[config.mk]
export PLATFORM = sky130hd
export DESIGN_NAME = gpioph_top
export DESIGN_NICKNAME = d
export VERILOG_FILES = /design/src/design/gpioph_pkg.sv /design/src/design/gpioph_top.sv
export VERILOG_INCLUDE_DIRS = /design/src /design/src/design
export SDC_FILE = /design/constraint.sdc
export NUM_CORES = 1
export LEC_CHECK = 0
export BUFFER_PORTS_ARGS = -buffer_cell sky130_fd_sc_hd__buf_2
export CAP_MARGIN = 20
export CORE_MARGIN = 1
export CORE_UTILIZATION = 51
export DETAILED_ROUTE_END_ITERATION = 7
export PLACE_DENSITY_LB_ADDON = 0.1
export SYNTH_ARGS = -nofsm -noshare
export SYNTH_HDL_FRONTEND = slang
export SYNTH_SLANG_ARGS = --single-unit
export TNS_END_PERCENT = 30
[constraint.sdc]
create_clock -name SYS_CLK_IN -period 7.5 [get_ports SYS_CLK_IN]
set_clock_uncertainty 0.2 [all_clocks]
set_input_delay 1.125 -clock SYS_CLK_IN [delete_from_list [all_inputs] [get_ports SYS_CLK_IN]]
set_output_delay 1.125 -clock SYS_CLK_IN [all_outputs]
set_load 0.005 [all_outputs]
[src/design/gpioph_consts.svh]
/*
 * Constants of the general-purpose port block: data-memory offsets,
 * register kinds, reset values and implemented-bit masks.
 * Assumes inclusion from the package and the top module only.
 */
`ifndef GPIOPH_CONSTS_SVH
`define GPIOPH_CONSTS_SVH

// ************************************************************
// Data-memory map
// ************************************************************
`define GPIOPH_BASE_ADDR 8'h20
`define GPIOPH_PORT_STRIDE 4
`define GPIOPH_NUM_PORTS 6
`define GPIOPH_PORT_F 3'h5
`define GPIOPH_PORT_A 3'h0
`define GPIOPH_KIND_DATA 2'h0
`define GPIOPH_KIND_DIR 2'h1
`define GPIOPH_KIND_PULL 2'h2
`define GPIOPH_KIND_WAKE 2'h3

// ************************************************************
// Reset values and masks
// ************************************************************
`define GPIOPH_DATA_RST 8'hff
`define GPIOPH_DIR_RST 8'hff
`define GPIOPH_PULL_RST 8'h00
`define GPIOPH_WAKE_RST 8'h00
`define GPIOPH_FULL_MASK 8'hff
`define GPIOPH_PF_MASK 8'h01
`define GPIOPH_PIN_BITS 41

`endif

[src/design/gpioph_pkg.sv]
/*
 * Types of the general-purpose port block: pin bundle, register kind
 * and address decode result.
 * Assumes the constants header sits beside it.
 */
`include "gpioph_consts.svh"

package gpioph_pkg;

   // ************************************************************
   // Pin bundle: ports A..E eight pins, port F one pin
   // ************************************************************
   typedef struct packed {
      logic pf;
      logic [7:0] pe;
      logic [7:0] pd;
      logic [7:0] pc;
      logic [7:0] pb;
      logic [7:0] pa;
   } gpioph_pins_t;

   typedef enum logic [1:0] {
      GPIOPH_DATA = 2'h0,
      GPIOPH_DIR = 2'h1,
      GPIOPH_PULL = 2'h2,
      GPIOPH_WAKE = 2'h3
   } gpioph_kind_t;

   typedef struct packed {
      logic hit;
      logic [2:0] port;
      gpioph_kind_t kind;
   } gpioph_dec_t;

endpackage

[src/design/gpioph_top.sv]
/*
 * General-purpose ports A..F with data latch, direction, pull-high
 * enable per pin and falling-edge wake-up on port A.
 * Assumes a data-memory port in the clock domain of SYS_CLK_IN, pins
 * already synchronous except for the wake path, and a pad ring that
 * resolves pin level, enable and pull-high.
 */
// Behaviour
// - Ports A-E eight pins, F one pin
// - All port registers sit in data memory
// - Input read samples pin, no latching
// - Output latch holds until rewritten
// - Pull-high applies only to input pins
// - Pull enable one enables, resets zero
// - Port F bits 7..1 read zero
// - Sleep falling edge on enabled A wakes
// - Per-pin wake enable, resets zero
// - Direction one input, zero push-pull output
// - Output pin read returns latch content
// - Data and direction reset to ones
`include "gpioph_consts.svh"

module gpioph_top #(
   parameter int ADDR_W = 8
) (
   // Clock and reset
   input wire logic SYS_CLK_IN,
   input wire logic RST_IN,
   // Data-memory access
   input wire logic [ADDR_W-1:0] MEM_ADDR_IN,
   input wire logic MEM_WR_IN,
   input wire logic [7:0] MEM_WDATA_IN,
   input wire logic MEM_RD_IN,
   output logic [7:0] MEM_RDATA_OUT,
   output logic MEM_HIT_OUT,
   // Pins
   input wire gpioph_pkg::gpioph_pins_t PIN_IN,
   output gpioph_pkg::gpioph_pins_t PIN_OUT,
   output gpioph_pkg::gpioph_pins_t PIN_OE_OUT,
   output gpioph_pkg::gpioph_pins_t PULL_UP_OUT,
   // Power-down
   input wire logic SLEEP_IN,
   output logic WAKE_REQ_OUT
);
   import gpioph_pkg::*;

   // ************************************************************
   // Elaboration check
   // ************************************************************
   if (ADDR_W < 8) begin : g_bad_addr
      $error("ADDR_W must be at least 8");
   end

   localparam int NP = `GPIOPH_NUM_PORTS;

   // ************************************************************
   // Decode and helpers
   // ************************************************************
   function automatic gpioph_dec_t dec_addr(input logic [ADDR_W-1:0] a);
      logic [ADDR_W-1:0] off;
      gpioph_dec_t d;
      off = a - ADDR_W'(`GPIOPH_BASE_ADDR);
      d.port = off[4:2];
      d.kind = gpioph_kind_t'(off[1:0]);
      d.hit = (a >= ADDR_W'(`GPIOPH_BASE_ADDR)) &&
              (off < ADDR_W'(NP * `GPIOPH_PORT_STRIDE)) &&
              ((d.kind != GPIOPH_WAKE) || (d.port == `GPIOPH_PORT_A));
      return d;
   endfunction

   // Port F carries one pin; its upper bits are always written as zero
   function automatic logic [7:0] impl_mask(input int p);
      return (p == int'(`GPIOPH_PORT_F)) ? `GPIOPH_PF_MASK : `GPIOPH_FULL_MASK;
   endfunction

   // Port select shared by the write and read paths
   function automatic logic sel_port(input gpioph_dec_t d, input int p);
      return d.hit && (int'(d.port) == p);
   endfunction

   // Input bits show the pad, output bits the latch
   function automatic logic [7:0] pin_or_latch(input logic [7:0] pin, input logic [7:0] dir,
         input logic [7:0] latch);
      return (pin & dir) | (latch & ~dir);
   endfunction

   // Read value of one port register; wake enable only reaches port A
   function automatic logic [7:0] read_mux(input gpioph_kind_t k, input logic [7:0] pin,
         input logic [7:0] dir, input logic [7:0] latch, input logic [7:0] pull,
         input logic [7:0] wen);
      logic [7:0] v;
      case (k)
         GPIOPH_DATA: v = pin_or_latch(pin, dir, latch);
         GPIOPH_DIR: v = dir;
         GPIOPH_PULL: v = pull;
         default: v = wen;
      endcase
      return v;
   endfunction

   // ************************************************************
   // Further elaboration checks
   // ************************************************************
   // The pin bundle must fit the byte-wide port slices used below
   if ($bits(gpioph_pins_t) != `GPIOPH_PIN_BITS) begin : g_bad_pins
      $error("pin bundle width does not match the port map");
   end
   if (NP * 8 < `GPIOPH_PIN_BITS) begin : g_bad_ports
      $error("too few ports for the pin bundle");
   end
   // Reset values treat the last port as the one-pin port
   if (int'(`GPIOPH_PORT_F) != NP - 1) begin : g_bad_last
      $error("one-pin port must be the last port");
   end
   if (`GPIOPH_PORT_STRIDE != 4) begin : g_bad_stride
      $error("decode assumes four registers per port");
   end

   // ************************************************************
   // State
   // ************************************************************
   // Register file
   logic [7:0] data_ff [NP];
   logic [7:0] dir_ff [NP];
   logic [7:0] pull_ff [NP];
   logic [7:0] wake_en_ff;
   logic [7:0] nxt_data [NP];
   logic [7:0] nxt_dir [NP];
   logic [7:0] nxt_pull [NP];
   logic [7:0] nxt_wake_en;

   // Read path
   logic [7:0] rdata_ff;
   logic [7:0] nxt_rdata;
   logic hit_ff;
   logic nxt_hit;

   // Pad controls
   gpioph_pins_t drv_ff;
   gpioph_pins_t oe_ff;
   gpioph_pins_t pu_ff;
   gpioph_pins_t nxt_drv;
   gpioph_pins_t nxt_oe;
   gpioph_pins_t nxt_pu;
   logic [47:0] pin_vec;
   logic [47:0] drv_vec;
   logic [47:0] oe_vec;
   logic [47:0] pu_vec;

   // Wake path
   logic [7:0] pa_meta_ff;
   logic [7:0] pa_sync_ff;
   logic [7:0] pa_prev_ff;
   logic wake_ff;
   logic nxt_wake;
   logic [7:0] fall;

   // Decode
   gpioph_dec_t dec;

   // ************************************************************
   // Address decode
   // ************************************************************
   // One decode feeds every group so they never disagree on a hit
   always_comb begin
      dec = dec_addr(MEM_ADDR_IN);
   end

   // ************************************************************
   // Register file
   // ************************************************************
   // Port F upper bits are masked on write, so they never read back
   always_comb begin
      nxt_wake_en = wake_en_ff;
      for (int p = 0; p < NP; p++) begin
         nxt_data[p] = data_ff[p];
         nxt_dir[p] = dir_ff[p];
         nxt_pull[p] = pull_ff[p];
         // Latch only changes on a write to it
         if (MEM_WR_IN && sel_port(dec, p)) begin
            case (dec.kind)
               GPIOPH_DATA: nxt_data[p] = MEM_WDATA_IN & impl_mask(p);
               GPIOPH_DIR: nxt_dir[p] = MEM_WDATA_IN & impl_mask(p);
               GPIOPH_PULL: nxt_pull[p] = MEM_WDATA_IN & impl_mask(p);
               // The decode refuses the wake kind outside port A
               default: nxt_wake_en = MEM_WDATA_IN;
            endcase
         end
      end
   end

   always_ff @(posedge SYS_CLK_IN or posedge RST_IN) begin
      if (RST_IN) begin
         for (int p = 0; p < NP; p++) begin
            data_ff[p] <= (p == NP - 1) ? `GPIOPH_PF_MASK : `GPIOPH_DATA_RST;
            dir_ff[p] <= (p == NP - 1) ? `GPIOPH_PF_MASK : `GPIOPH_DIR_RST;
            pull_ff[p] <= `GPIOPH_PULL_RST;
         end
         wake_en_ff <= `GPIOPH_WAKE_RST;
      end else begin
         for (int p = 0; p < NP; p++) begin
            data_ff[p] <= nxt_data[p];
            dir_ff[p] <= nxt_dir[p];
            pull_ff[p] <= nxt_pull[p];
         end
         wake_en_ff <= nxt_wake_en;
      end
   end

   // ************************************************************
   // Read path
   // ************************************************************
   // Data is registered, so a read answers one cycle after its strobe
   always_comb begin
      nxt_rdata = rdata_ff;
      nxt_hit = MEM_RD_IN & dec.hit;
      // Unmapped reads answer zero with no hit
      if (MEM_RD_IN && !dec.hit) begin
         nxt_rdata = 8'h00;
      end
      for (int p = 0; p < NP; p++) begin
         // Input pins are sampled live at the read edge, never latched
         if (MEM_RD_IN && sel_port(dec, p)) begin
            nxt_rdata = read_mux(dec.kind, pin_vec[p*8 +: 8], dir_ff[p], data_ff[p],
               pull_ff[p], wake_en_ff) & impl_mask(p);
         end
      end
   end

   always_ff @(posedge SYS_CLK_IN or posedge RST_IN) begin
      if (RST_IN) begin
         rdata_ff <= 8'h00;
         hit_ff <= 1'b0;
      end else begin
         rdata_ff <= nxt_rdata;
         hit_ff <= nxt_hit;
      end
   end

   // ************************************************************
   // Pad controls
   // ************************************************************
   // Bundle widened to whole bytes so each port slices alike
   assign pin_vec = {7'h00, PIN_IN};

   // Pads follow the new register values, so they move at the write edge
   for (genvar g = 0; g < NP; g++) begin : g_pad
      assign drv_vec[g*8 +: 8] = nxt_data[g];
      assign oe_vec[g*8 +: 8] = ~nxt_dir[g] & impl_mask(g);
      assign pu_vec[g*8 +: 8] = nxt_pull[g] & nxt_dir[g];
   end

   // Pull-high is gated by direction, so it never meets an enabled drive
   always_comb begin
      nxt_drv = drv_vec[`GPIOPH_PIN_BITS-1:0];
      nxt_oe = oe_vec[`GPIOPH_PIN_BITS-1:0];
      nxt_pu = pu_vec[`GPIOPH_PIN_BITS-1:0];
   end

   always_ff @(posedge SYS_CLK_IN or posedge RST_IN) begin
      if (RST_IN) begin
         drv_ff <= '1;
         oe_ff <= '0;
         pu_ff <= '0;
      end else begin
         drv_ff <= nxt_drv;
         oe_ff <= nxt_oe;
         pu_ff <= nxt_pu;
      end
   end

   // ************************************************************
   // Wake path
   // ************************************************************
   // Two flops settle the pad first; this costs three cycles of latency
   always_comb begin
      // Edge seen on the settled sample only
      fall = pa_prev_ff & ~pa_sync_ff & wake_en_ff;
      // Request holds until sleep ends; an edge in the cycle sleep ends does not set it
      nxt_wake = SLEEP_IN & (wake_ff | (|fall));
   end

   always_ff @(posedge SYS_CLK_IN or posedge RST_IN) begin
      if (RST_IN) begin
         // Idle pins sit high, so the compare starts from ones
         pa_meta_ff <= 8'hff;
         pa_sync_ff <= 8'hff;
         pa_prev_ff <= 8'hff;
         wake_ff <= 1'b0;
      end else begin
         pa_meta_ff <= PIN_IN.pa;
         pa_sync_ff <= pa_meta_ff;
         pa_prev_ff <= pa_sync_ff;
         wake_ff <= nxt_wake;
      end
   end

   // ************************************************************
   // Outputs
   // ************************************************************
   // Every output is a flop, so the pads never see decode glitches
   assign MEM_RDATA_OUT = rdata_ff;
   assign MEM_HIT_OUT = hit_ff;
   assign PIN_OUT = drv_ff;
   assign PIN_OE_OUT = oe_ff;
   assign PULL_UP_OUT = pu_ff;
   assign WAKE_REQ_OUT = wake_ff;

endmodule

==> flow_summary_export.csv <==
group,metric,value,unit
sta,drv_slew,0,
cells_and_area,final_cell_mix,"buf_2, dfrtp_1, mux2_2",
floorplan,coreArea,21000,µm²
logic_synthesis,synth_xor_xnor_area_share,0.0801,%
clocking,clock-sinks,247,
clocking,cts_resized,0,
floorplan,fp.dieArea,22000,µm²
logic_synthesis,synthMuxAreaShare,16.3,%
routing,drc_errors,0,
cells_and_area,nNetsFinal,1121,
setup_path,reg2reg_from,"dir_ff[24]",
clocking,tritoncts,"yes",
routing,vias_per_cell,5.84,
global_route,grt_max_degree,169,
logic_synthesis,yosysUniqueCellTypes,64,
logic_synthesis,synthAdderAreaFrac,0.114,%
routing,postRouteAntennaNets,0,
global_route,antenna_found_initial,2,
logic_synthesis,mappedNetlistArea,10900,µm²
logic_synthesis,synth.top_cells.by_area,"dfrtp_1, dfstp_2, mux2_2, a21oi_1, o22ai_1",
logic_synthesis,yosys_warnings,0,
global_route,overflow,0,
setup_path,r2r_cells,5,
setup_path,start_kind,"input pin",
floorplan,die_h,148,µm
cells_and_area,final_common_cell,"buf_2",
setup_path,cp_data_required_time,7.67,ns
setup_path,arrival,3.66,ns
clocking,cts.clk_slew.worst_paths,0.06,ns
floorplan,start_util,52.0,%
global_route,grt_first_pass_wirelength,45700,µm
logic_synthesis,async_flop_share,100,%
sta,fin_ws,4.01,ns
sta,setup_viol,0,
min_path,hold_end,"pa_sync_ff[5]",
logic_synthesis,synth_area_leader_cell,"dfrtp_1",
logic_synthesis,synth_ff_type,"dfrtp_1",
sta,rsz0062_at_grt,"no",
run_status,status,"completed",
global_route,grt_pass1_vias,7634,
routing,wl,30400,µm
sta,finalHoldViolCount,0,
setup_path,crit_path_frequent_cell,"a21oi_1",
placed_design,hpwl,20400,µm
logic_synthesis,synth.avg_cell_area,12.4,µm²
sta,fmax,287,MHz
floorplan,ios,195,
routing,post_drt_wl_per_cell,22.4,µm
setup_path,slowest_delay,0.78,ns
setup_path,crit_family,"compound AO/OA/AOI/OAI gates",
cells_and_area,drive_gt1_share,49.0,%
setup_path,ff2ff_setup_slack,5.27,ns
setup_path,cp_num_buf_inv,2,
setup_path,startpoint,"MEM_ADDR_IN[1]",
clocking,clk_latency,0.53,ns
cells_and_area,seqCellArea,6310,µm²
logic_synthesis,synth.top_cell.area_share,32.3,%
clocking,cts_setup_buffers,0,
cells_and_area,multi_input_area,4090,µm²
global_route,track_usage,28.1,%
routing,routed-via-count,7908,
logic_synthesis,synth_enable_flop_cells,0,
clocking,cts_buffers,26,
clocking,cts_root_buf,"clkbuf_16",
clocking,clk_path_buf_depth,3,
setup_path,worstSetupPathType,"input pin to register",
setup_path,cp_max_fo,64,
job,drv_cap,0,
setup_path,cp-end-kind,"register",
logic_synthesis,synth_compound_area_share,13.0,%
placed_design,gp_congestion,0.865,
sta,fin_crit_sh,46.5,%
setup_path,crit_path_top_delay_cell,"a21oi_1",
placed_design,placement.io_buffers,194,
min_path,worstHoldPathCells,0,
power_and_ir_drop,p_per_area,233,nW/µm²
sta,tightest_slew,0.976,ns
logic_synthesis,synthCells,883,
logic_synthesis,synth_simple_gate_area_share,7.93,%
clocking,htree_levels,1,
floorplan,die_w,148,µm
logic_synthesis,seq_area_frac_synth,57.8,%
setup_path,r2r_end,"MEM_RDATA_OUT[0]",
power_and_ir_drop,peakVddDrop,0.178,mV
min_path,hp-class,"register to register",
setup_path,cp_cell_sequence,"buf_2, buf_4, nand2_1, a21oi_1, a21oi_1",
placed_design,dp_slack,3.49,ns
routing,drtIter0Drc,576,
logic_synthesis,synth_nets,946,
logic_synthesis,synth-seq-cells,247,
power_and_ir_drop,p_leak,5.68,nW
clocking,hold_buffers,0,
min_path,worstHoldStart,"pa_meta_ff[5]",
cells_and_area,areaGrowthSynthToFinish,17.9,%
sta,slew-limit-headroom,34.9,%
sta,setup_tns,0,ns
cells_and_area,fill_cells,1718,
routing,drt-pass1-iter-count,5,
floorplan,num_rows,53,
logic_synthesis,synth_top_family_by_area,"multiplexers",
sta,period_minus_slack,3.49,ns
[registers in the layout, summed over array words and instances (netlist names)]
register,count
WAKE_REQ_OUT,1
pa_prev_ff,8
PIN_OUT,41
dir_ff,41
MEM_HIT_OUT,1
PIN_OE_OUT,41
pa_meta_ff,8
pull_ff,41
wake_en_ff,8
PULL_UP_OUT,41
pa_sync_ff,8
MEM_RDATA_OUT,8
[per-stage QoR]
step                      total power [W]  utilization (%)  instances  area, µm²  hold slack (ns)
after floorplan                   0.00161                -        883      10900            0.145
after global placement            0.00172             57.0       1305      12000            0.145
after detailed placement          0.00172             57.0       1305      12000            0.147
after CTS                         0.00303             61.3       1353      12900            0.154
after global routing              0.00312             61.3       1353      12900            0.158
final                             0.00300             61.3       1354      12900            0.154
[final cells by class]
| class | instances | area share [%] |
|---|---|---|
| diodes | 1 | 0.0194 |
| clock buffers | 36 | 5.97 |
| clock inverters | 12 | 0.952 |
| inverters | 59 | 1.75 |
| multi-input cells | 526 | 31.8 |
| flip-flops and latches | 247 | 49.0 |
| well taps | 275 | 2.67 |
| repair buffers | 198 | 7.87 |
[cells in the mapped netlist (all sizes together), types with 10 or more instances]
library cell / number
dfrtp: 141
nor2: 46
o22ai: 43
a22oi: 18
dfstp: 106
a21oi: 74
inv: 59
nand3: 10
buf: 34
clkbuf: 17
mux2: 127
nand2: 39
mux2i: 14
o21ai: 45
[per-layer routing]
layer / track usage, % / routed length, µm / vias up
li1: - / - / 3540
met2: 41.1 / 13400 / 342
met3: 4.79 / 2190 / 67
met4: 11.4 / 1260 / 2
met5: 0 / 12 / -
met1: 41.5 / 13500 / 3957
[where the power goes]
group	switching (W)	internal (W)
logic	0.000152	0.0000922
registers	0.0000456	0.00141
clock network	0.000518	0.000786
total	0.000716	0.00229
[cell families (layout without fill, tap and decap cells)]
kind of cell,Yosys count,in the layout
XOR/XNOR,1,1
AO/OA/AOI/OAI,231,231
flip-flops,247,247
AND/OR/NAND/NOR,143,143
multiplexers,150,150
adder cells (fa/ha/maj),1,1
other,0,1
buffers and inverters,110,305
[how the worst max path moves through the flow]
stage | endpoint | slack (ns) | depth (start not counted)
2_1_floorplan | MEM_HIT_OUT | 3.02 | 1
3_3_place_gp | PULL_UP_OUT[6] | 3.56 | 5
3_5_place_dp | PULL_UP_OUT[0] | 3.49 | 5
4_1_cts | PULL_UP_OUT[0] | 4.05 | 5
5_1_grt | PULL_UP_OUT[3] | 3.84 | 5
6_report | PULL_UP_OUT[0] | 4.01 | 5
Note: power is estimated with default switching activity, not from simulation.
